`src/design/bocd_defines.svh`:
```
// register map, field positions, reset values and codes for the bank output config block
`ifndef BOCD_DEFINES_SVH
`define BOCD_DEFINES_SVH

// ****************************************
// register offsets
// ****************************************
`define BOCD_ADDR_TERM_B 4'h6
`define BOCD_ADDR_MODE_HI 4'h7
`define BOCD_ADDR_MODE_LO 4'h8
`define BOCD_ADDR_PAIR_DIS 4'h9
`define BOCD_ADDR_RATIO_A_LO 4'hc
`define BOCD_ADDR_RATIO_B_LO 4'hd
`define BOCD_ADDR_RATIO_HI 4'he
`define BOCD_ADDR_SPARE 4'hf

// ****************************************
// field positions
// ****************************************
`define BOCD_TERM_BIT 4
`define BOCD_MODE_UPPER_LSB 3
`define BOCD_DIS_LSB 4
`define BOCD_RATIO_A_HI_BIT 0
`define BOCD_RATIO_B_HI_BIT 1

// ****************************************
// reset values and codes
// ****************************************
`define BOCD_MODE_HIZ 3'h0
`define BOCD_MODE_LVPECL 3'h1
`define BOCD_MODE_LVDS 3'h2
`define BOCD_MODE_RSVD_A 3'h3
`define BOCD_MODE_HCSL 3'h4
`define BOCD_MODE_CML400 3'h5
`define BOCD_MODE_CML800 3'h6
`define BOCD_MODE_RSVD_B 3'h7
`define BOCD_MODE_RESET `BOCD_MODE_LVDS
`define BOCD_TERM_RESET 1'h0
`define BOCD_DIS_RESET 1'h0
`define BOCD_RATIO_RESET 9'h000
`define BOCD_RATIO_MIN_DIV 9'h002
`define BOCD_NUM_PAIRS 4

`endif

```
`src/design/bocd_pkg.sv`:
```
// types shared by the bank output config block
package bocd_pkg;

  // one register port access
  typedef struct packed {
    logic wr;
    logic rd;
    logic [3:0] addr;
    logic [7:0] wdata;
  } bocd_reg_req_t;

  // per-pair configuration as stored
  typedef struct packed {
    logic [2:0] mode;
    logic dis;
  } bocd_pair_cfg_t;

  // per-pair driver state presented to the pad ring
  typedef struct packed {
    logic [2:0] mode;
    logic oe;
    logic powerdown;
    logic term_50;
  } bocd_pair_drv_t;

endpackage

```
`src/design/bocd_top.sv`:
```
// second-bank output configuration registers and both bank ratio dividers
//
// Contract
// drive-mode codes select pair driver, reset LVDS
// termination flag used only in HCSL mode
// per-pair disable bit powers pair down
// host syncs bank disable before re-enabling pairs
// reserved bits written zero, read undefined
// first ratio 00h/01h bypasses first divider
// first ratio 02h-1FFh divides by value
// second ratio 00h/01h bypasses second divider
// second ratio 02h-1FFh divides by value
// ratio fields 9-bit read/write, reset zero
// bank sync disable tristates all, glitch-free; code clears the enables at once in any clock phase
// host zeroes second ratio before divider powerdown
// odd ratio phases differ by one period
`timescale 1ns/1ps
`include "bocd_defines.svh"

// ****************************************
// ratio divider
// ****************************************
module bocd_ratio_divider (
  // clock and reset
  input wire logic clk_sys_i,
  input wire logic rstn_i,
  input wire logic ce_i,
  // control
  input wire logic [8:0] ratio_i,
  input wire logic hold_i,
  // outputs
  output logic bypass_o,
  output logic div_clk_o
);
  logic [8:0] cnt;
  logic [8:0] next_cnt;
  logic [8:0] half;
  logic divide;

  assign divide = (ratio_i >= `BOCD_RATIO_MIN_DIV) && !hold_i;
  // high phase is the larger half, so odd ratios split n/2 rounded up and down
  assign half = 9'((10'(ratio_i) + 10'h001) >> 1);

  always_comb begin
    if (!divide || (cnt >= ratio_i - 9'h001)) begin
      next_cnt = 9'h000;
    end else begin
      next_cnt = cnt + 9'h001;
    end
  end

  always_ff @(posedge clk_sys_i or negedge rstn_i) begin
    if (!rstn_i) begin
      cnt <= 9'h000;
    end else if (ce_i) begin
      cnt <= next_cnt;
    end
  end

  always_ff @(posedge clk_sys_i or negedge rstn_i) begin
    if (!rstn_i) begin
      div_clk_o <= 1'b0;
      bypass_o <= 1'b1;
    end else if (ce_i) begin
      bypass_o <= !divide;
      div_clk_o <= divide && (next_cnt < half);
    end
  end
endmodule

// ****************************************
// top
// ****************************************
module bocd_top (
  // clock and reset
  input wire logic clk_sys_i,
  input wire logic rstn_i,
  input wire logic ce_i,
  // register port from the serial interface
  input wire bocd_pkg::bocd_reg_req_t reg_req_i,
  output logic [7:0] reg_rdata_o,
  output logic reg_rvalid_o,
  // bank controls held outside this block
  input wire logic second_bank_sync_disable_i,
  input wire logic second_bank_divider_powerdown_i,
  // first bank
  output logic first_bank_bypass_o,
  output logic first_bank_div_clk_o,
  // second bank
  output logic second_bank_bypass_o,
  output logic [3:0] second_bank_true_out_o,
  output logic [3:0] second_bank_comp_out_o,
  output bocd_pkg::bocd_pair_drv_t [3:0] second_bank_pair_drv_o
);
  bocd_pkg::bocd_pair_cfg_t [3:0] pair_cfg;
  logic term_50;
  logic [8:0] first_bank_ratio;
  logic [8:0] second_bank_ratio;
  logic [3:0] pair_on;
  logic [3:0] next_pair_on;
  logic [3:0] pair_oe;
  logic b_bypass;
  logic b_clk;
  logic safe_edge;

  // ****************************************
  // register writes
  // ****************************************
  // reserved bits are not stored, so they cost no flops
  always_ff @(posedge clk_sys_i or negedge rstn_i) begin
    if (!rstn_i) begin
      term_50 <= `BOCD_TERM_RESET;
    end else if (ce_i && reg_req_i.wr && reg_req_i.addr == `BOCD_ADDR_TERM_B) begin
      term_50 <= reg_req_i.wdata[`BOCD_TERM_BIT];
    end
  end

  always_ff @(posedge clk_sys_i or negedge rstn_i) begin
    if (!rstn_i) begin
      for (int i = 0; i < `BOCD_NUM_PAIRS; i++) begin
        pair_cfg[i].mode <= `BOCD_MODE_RESET;
        pair_cfg[i].dis <= `BOCD_DIS_RESET;
      end
    end else if (ce_i && reg_req_i.wr) begin
      unique case (reg_req_i.addr)
        `BOCD_ADDR_MODE_HI: begin
          pair_cfg[3].mode <= reg_req_i.wdata[5:3];
          pair_cfg[2].mode <= reg_req_i.wdata[2:0];
        end
        `BOCD_ADDR_MODE_LO: begin
          pair_cfg[1].mode <= reg_req_i.wdata[5:3];
          pair_cfg[0].mode <= reg_req_i.wdata[2:0];
        end
        `BOCD_ADDR_PAIR_DIS: begin
          for (int i = 0; i < `BOCD_NUM_PAIRS; i++) begin
            pair_cfg[i].dis <= reg_req_i.wdata[`BOCD_DIS_LSB + i];
          end
        end
        default: begin
        end
      endcase
    end
  end

  always_ff @(posedge clk_sys_i or negedge rstn_i) begin
    if (!rstn_i) begin
      first_bank_ratio <= `BOCD_RATIO_RESET;
      second_bank_ratio <= `BOCD_RATIO_RESET;
    end else if (ce_i && reg_req_i.wr) begin
      unique case (reg_req_i.addr)
        `BOCD_ADDR_RATIO_A_LO: first_bank_ratio[7:0] <= reg_req_i.wdata;
        `BOCD_ADDR_RATIO_B_LO: second_bank_ratio[7:0] <= reg_req_i.wdata;
        `BOCD_ADDR_RATIO_HI: begin
          first_bank_ratio[8] <= reg_req_i.wdata[`BOCD_RATIO_A_HI_BIT];
          second_bank_ratio[8] <= reg_req_i.wdata[`BOCD_RATIO_B_HI_BIT];
        end
        default: begin
        end
      endcase
    end
  end

  // ****************************************
  // register reads
  // ****************************************
  // reserved positions and unmapped offsets read as zero
  always_ff @(posedge clk_sys_i or negedge rstn_i) begin
    if (!rstn_i) begin
      reg_rdata_o <= 8'h00;
      reg_rvalid_o <= 1'b0;
    end else if (ce_i) begin
      reg_rvalid_o <= reg_req_i.rd;
      if (reg_req_i.rd) begin
        unique case (reg_req_i.addr)
          `BOCD_ADDR_TERM_B: reg_rdata_o <= {3'h0, term_50, 4'h0};
          `BOCD_ADDR_MODE_HI: reg_rdata_o <= {2'h0, pair_cfg[3].mode, pair_cfg[2].mode};
          `BOCD_ADDR_MODE_LO: reg_rdata_o <= {2'h0, pair_cfg[1].mode, pair_cfg[0].mode};
          `BOCD_ADDR_PAIR_DIS: begin
            reg_rdata_o <= {pair_cfg[3].dis, pair_cfg[2].dis, pair_cfg[1].dis, pair_cfg[0].dis, 4'h0};
          end
          `BOCD_ADDR_RATIO_A_LO: reg_rdata_o <= first_bank_ratio[7:0];
          `BOCD_ADDR_RATIO_B_LO: reg_rdata_o <= second_bank_ratio[7:0];
          `BOCD_ADDR_RATIO_HI: reg_rdata_o <= {6'h00, second_bank_ratio[8], first_bank_ratio[8]};
          default: reg_rdata_o <= 8'h00;
        endcase
      end
    end
  end

  // ****************************************
  // dividers
  // ****************************************
  bocd_ratio_divider u_div_a (
    .clk_sys_i(clk_sys_i),
    .rstn_i(rstn_i),
    .ce_i(ce_i),
    .ratio_i(first_bank_ratio),
    .hold_i(1'b0),
    .bypass_o(first_bank_bypass_o),
    .div_clk_o(first_bank_div_clk_o)
  );

  // powerdown with a nonzero ratio is host misuse; the divider is held and the bank falls to bypass
  bocd_ratio_divider u_div_b (
    .clk_sys_i(clk_sys_i),
    .rstn_i(rstn_i),
    .ce_i(ce_i),
    .ratio_i(second_bank_ratio),
    .hold_i(second_bank_divider_powerdown_i),
    .bypass_o(b_bypass),
    .div_clk_o(b_clk)
  );

  // ****************************************
  // second bank drivers
  // ****************************************
  always_comb begin
    for (int i = 0; i < `BOCD_NUM_PAIRS; i++) begin
      next_pair_on[i] = !pair_cfg[i].dis && !second_bank_sync_disable_i;
    end
  end

  // per-pair enables only change while the divided clock is low; sync disable clears them at once, in any phase, and can cut a high phase short
  assign safe_edge = b_bypass || !b_clk;

  always_ff @(posedge clk_sys_i or negedge rstn_i) begin
    if (!rstn_i) begin
      pair_on <= 4'h0;
    end else if (ce_i) begin
      if (second_bank_sync_disable_i) begin
        pair_on <= 4'h0;
      end else if (safe_edge) begin
        pair_on <= next_pair_on;
      end
    end
  end

  always_comb begin
    for (int i = 0; i < `BOCD_NUM_PAIRS; i++) begin
      // reserved codes drive nothing, same as high impedance
      pair_oe[i] = pair_on[i] && (pair_cfg[i].mode != `BOCD_MODE_HIZ) &&
                   (pair_cfg[i].mode != `BOCD_MODE_RSVD_A) && (pair_cfg[i].mode != `BOCD_MODE_RSVD_B);
    end
  end

  always_ff @(posedge clk_sys_i or negedge rstn_i) begin
    if (!rstn_i) begin
      second_bank_bypass_o <= 1'b1;
      second_bank_true_out_o <= 4'h0;
      second_bank_comp_out_o <= 4'h0;
      for (int i = 0; i < `BOCD_NUM_PAIRS; i++) begin
        second_bank_pair_drv_o[i] <= '0;
      end
    end else if (ce_i) begin
      second_bank_bypass_o <= b_bypass;
      for (int i = 0; i < `BOCD_NUM_PAIRS; i++) begin
        second_bank_true_out_o[i] <= pair_oe[i] && b_clk;
        second_bank_comp_out_o[i] <= pair_oe[i] && !b_clk;
        second_bank_pair_drv_o[i].mode <= pair_oe[i] ? pair_cfg[i].mode : `BOCD_MODE_HIZ;
        second_bank_pair_drv_o[i].oe <= pair_oe[i];
        second_bank_pair_drv_o[i].powerdown <= pair_cfg[i].dis;
        second_bank_pair_drv_o[i].term_50 <= term_50 && (pair_cfg[i].mode == `BOCD_MODE_HCSL);
      end
    end
  end
endmodule

```
`config.mk`:
```
export PLATFORM = sky130hd
export DESIGN_NAME = bocd_top
export DESIGN_NICKNAME = d
export VERILOG_FILES = /design/src/design/bocd_pkg.sv /design/src/design/bocd_top.sv
export VERILOG_INCLUDE_DIRS = /design/src /design/src/design
export SDC_FILE = /design/constraint.sdc
export NUM_CORES = 1
export LEC_CHECK = 0
export BUFFER_PORTS_ARGS = -buffer_cell sky130_fd_sc_hd__buf_2
export CAP_MARGIN = 40
export CORE_MARGIN = 5
export CORE_UTILIZATION = 35
export CTS_CLUSTER_SIZE = 10
export DETAILED_ROUTE_END_ITERATION = 8
export PLACE_DENSITY = 0.54
export SYNTH_ARGS = -nofsm -noshare
export SYNTH_HDL_FRONTEND = slang
export SYNTH_SLANG_ARGS = --single-unit
export TNS_END_PERCENT = 30
```
`constraint.sdc`:
```
create_clock -name clk_sys_i -period 4.4 [get_ports clk_sys_i]
set_clock_uncertainty 0.1 [all_clocks]
set_input_delay 0.22 -clock clk_sys_i [delete_from_list [all_inputs] [get_ports clk_sys_i]]
set_output_delay 0.22 -clock clk_sys_i [all_outputs]
set_load 0.05 [all_outputs]
```
==> results.md <==
- Synth top area share: 0.3840
- I/O pins: 63
- Worst-margin pin slew: 0.8399 ns
- Leak Pwr: 3.264 nW
- Fin. max-slew vios: 0
- Iteration-0 DRC Markers: 444
- Final Power: 3.275 mW
- CTS clk-pin slew, worst paths: 0.07 ns
- Final cycle utilization of the critical path: 0.9562
- Setup crit start: first_bank_ratio[2]
- CP Class: reg -> reg
- Die width: 143.7 um
- Worst EP required: 4.57 ns
- Area leader, netlist: dfrtp_1
- Post-DP Area: 0.006847 sq mm
- Port Buffer Count: 62
- Family with the most delay on the worst path: simple AND/OR/NAND/NOR gates
- CORE AREA: 0.01742 sq mm
- # DRC: 0
- DRT Pass-1 Iters: 5
- Multi-input logic area: 0.003341 sq mm
- CTS root buf: clkbuf_16
- TritonCTS Buffers: 9
- Total track usage: 0.1692
- First-pass GRT wire length: 27.31 mm
- Most common cell after layout, fill and taps aside: dfrtp_1
- R2R Path Start: first_bank_ratio[2]
- Maximum vdd ir drop: 0.2174 mV
- Library cells used by synthesis: 56
- Clock Path Buffers: 2
- Worst r2r path cells: 15
- Crit-path slowest cell: or4_2
- Dpl hpwl: 12.60 mm
- Async set-reset flop share out of synthesis: 1.000
- Register bit total from synthesis: 103
- Max-slew headroom: 0.4358
- Final GP Congestion: 0.8727
- Type of origin of the critical path: flip-flop
- Largest net degree at the start of global routing: 64
- H-tree depth: 3
- Final WS setup: 0.1929 ns
- Clock sink total: 103
- Worst Setup EP: u_div_a.div_clk_o
- Number of synthesized flops with an enable pin: 0
- Vias in the first global route: 4913
- Area Growth Syn to Fin: 14.36%
- Via density: 5.334
- Post-DR wirelength/cell: 18.18 um
- Vias after detailed routing: 4945
- Crit path buffers/inverters: 0
- Antenna Cells: 0
- Hold Worst Slack: 0.04200 ns
- Worst EP arrival: 4.38 ns
- Post-layout nets: 758
- Gr ovfl total: 0
- R2r endpoint: u_div_a.div_clk_o
- Synth Flop Type: dfrtp_1
- Cells along the critical path: or4_4 -> or4_2 -> xor2_1 -> ha_1 -> and4_1 -> a21o_1 -> a211o_2 -> or2_4 -> nor2_1 -> ha_1 -> a211oi_1 -> nor2_1 -> nor4b_2 -> a21oi_1 -> a31oi_1
- Status: complete, no violations
- Most frequent cells in the layout: dfrtp_1, buf_2, inv_1
- Place WS: 0.09079 ns
- Fin crit period: 4.207 ns
- Fillers: 1756
- Hold Vio Cnt, Final: 0
- Slowest stage delay, CP: 0.58 ns
- Max frequency: 0.2377 GHz
- Die area: 0.02065 sq mm
- Post-route ant nets: 0
- Clk_lat worst skew: 0.36 ns
- Synth Instances: 632
- RSZ-0062 raised after global routing: false
- CTS tree: built
- Final setup fails: 0
- Max cap viols: 0
- Register area: 0.002586 sq mm
- Util after Layout: 0.4108
- Top cells by area, synth: dfrtp_1, ha_1, mux2_2
- Yosys synthesis warning count: 0
- Mean post-synth cell area: 9.899 sq um
- Cell area after synthesis: 0.006256 sq mm
- Layout cells sized above 1: 0.2279
- Initial core utilization: 0.3592
- TNS Setup: 0 ns
- # rows: 48
- Post-route cell area: 0.007154 sq mm
- Power Density: 457.8 mW/mm^2
- DRT Wirelength: 16.86 mm
- Postcts setup bufs: 0
- Crit. End Element: flip-flop
- HP Class: in -> reg
- R2R Setup Slk: 0.19 ns
- Worst hold path cell count: 2
- Critical path peak fanout: 4
- Critical path depth: 15
- Initial antenna violation count: 0
- Fin cells: 927
- Syn nets: 693
- Die height: 143.7 um
- Register area share after synthesis: 0.4134
- Cells after DPL: 910
-- cells by family (layout without fill, tap and decap cells) --
group,count (synthesis),in the layout,synth area share
buf+inv,78,148,0.05440
flops,103,103,0.4134
mux,46,46,0.08140
compound gates,141,141,0.1470
fa+ha+maj,42,42,0.08400
simple gates,183,183,0.1652
xor+xnor,39,39,0.05460
-- how the worst min path moves through the flow --
stage | startpoint | endpoint | slack [ns]
2_1_floorplan | rstn_i | first_bank_ratio[0] | -0.18
3_3_place_gp | rstn_i | u_div_b.cnt[3] | 0.27
3_5_place_dp | rstn_i | u_div_b.cnt[4] | 0.28
4_1_cts | second_bank_sync_disable_i | pair_on[0] | 0.01
5_1_grt | second_bank_sync_disable_i | pair_on[0] | 0.02
6_report | second_bank_sync_disable_i | pair_on[0] | 0.04
-- registers in the layout, summed over array words and instances, names as in the netlist, 4 cells and up --
name                    flops
second_bank_comp_out_o      4
pair_cfg                   16
second_bank_ratio           9
second_bank_pair_drv_o     24
second_bank_true_out_o      4
reg_rdata_o                 8
u_div_b.cnt                 9
first_bank_ratio            9
pair_on                     4
u_div_a.cnt                 9
-- Yosys cell counts (6+ instances only) --
library cell,number
a21o_1,8
a21oi_1,22
a22o_1,8
a32o_1,8
and3_1,13
clkbuf_1,20
dfrtp_1,96
dfstp_2,7
ha_1,42
inv_1,47
mux2_2,39
mux2i_1,7
nand2_1,29
nand2b_1,9
nand3_1,24
nand4_1,8
nand4b_1,8
nor2_1,38
nor2b_1,11
nor3_1,13
nor3b_1,6
o21ai_0,42
o22ai_1,17
o31ai_1,13
xnor2_1,24
xor2_1,15
-- layout make-up --
cell class | instances | area share
Sequential cell | 103 | 0.3615
Inverter | 47 | 0.02466
Timing Repair Buffer | 85 | 0.06751
Clock inverter | 7 | 0.008569
Clock buffer | 9 | 0.03148
Tap cell | 225 | 0.03935
Multi-Input combinational cell | 451 | 0.4669
-- power breakdown --
part           switching (mW)  internal [mW]  leakage (nW)  total, mW
logic                   0.748          0.458          1.79       1.21
registers               0.169           1.11          1.34       1.28
clock network           0.394          0.398         0.141      0.792
total                    1.31           1.96          3.26       3.28
-- layer usage --
metal / up-vias / routed length, um / track usage
li1: 2421 / - / -
met1: 2413 / 8145 / 0.2444
met2: 100 / 7967 / 0.2663
met3: 11 / 568 / 0.03128
met4: 0 / 174 / 0.03518
met5: - / 0 / 0
-- worst register-to-register path, cell delays in order, from the launching register on --
cell and delay [ns]:
dfrtp_1 0.38, or4_4 0.57, or4_2 0.58, xor2_1 0.17
ha_1 0.29, and4_1 0.21, a21o_1 0.18, a211o_2 0.32
or2_4 0.27, nor2_1 0.12, ha_1 0.25, a211oi_1 0.20
nor2_1 0.08, nor4b_2 0.21, a21oi_1 0.09, a31oi_1 0.13
-- timing repair --
item / CTS / global route
hold endpoints to repair: 58 / 0
resized for setup: 0 / 3
setup endpoints to repair: 0 / 1
hold buffers: 1 / 0
Power figures use the tool's default switching activity.
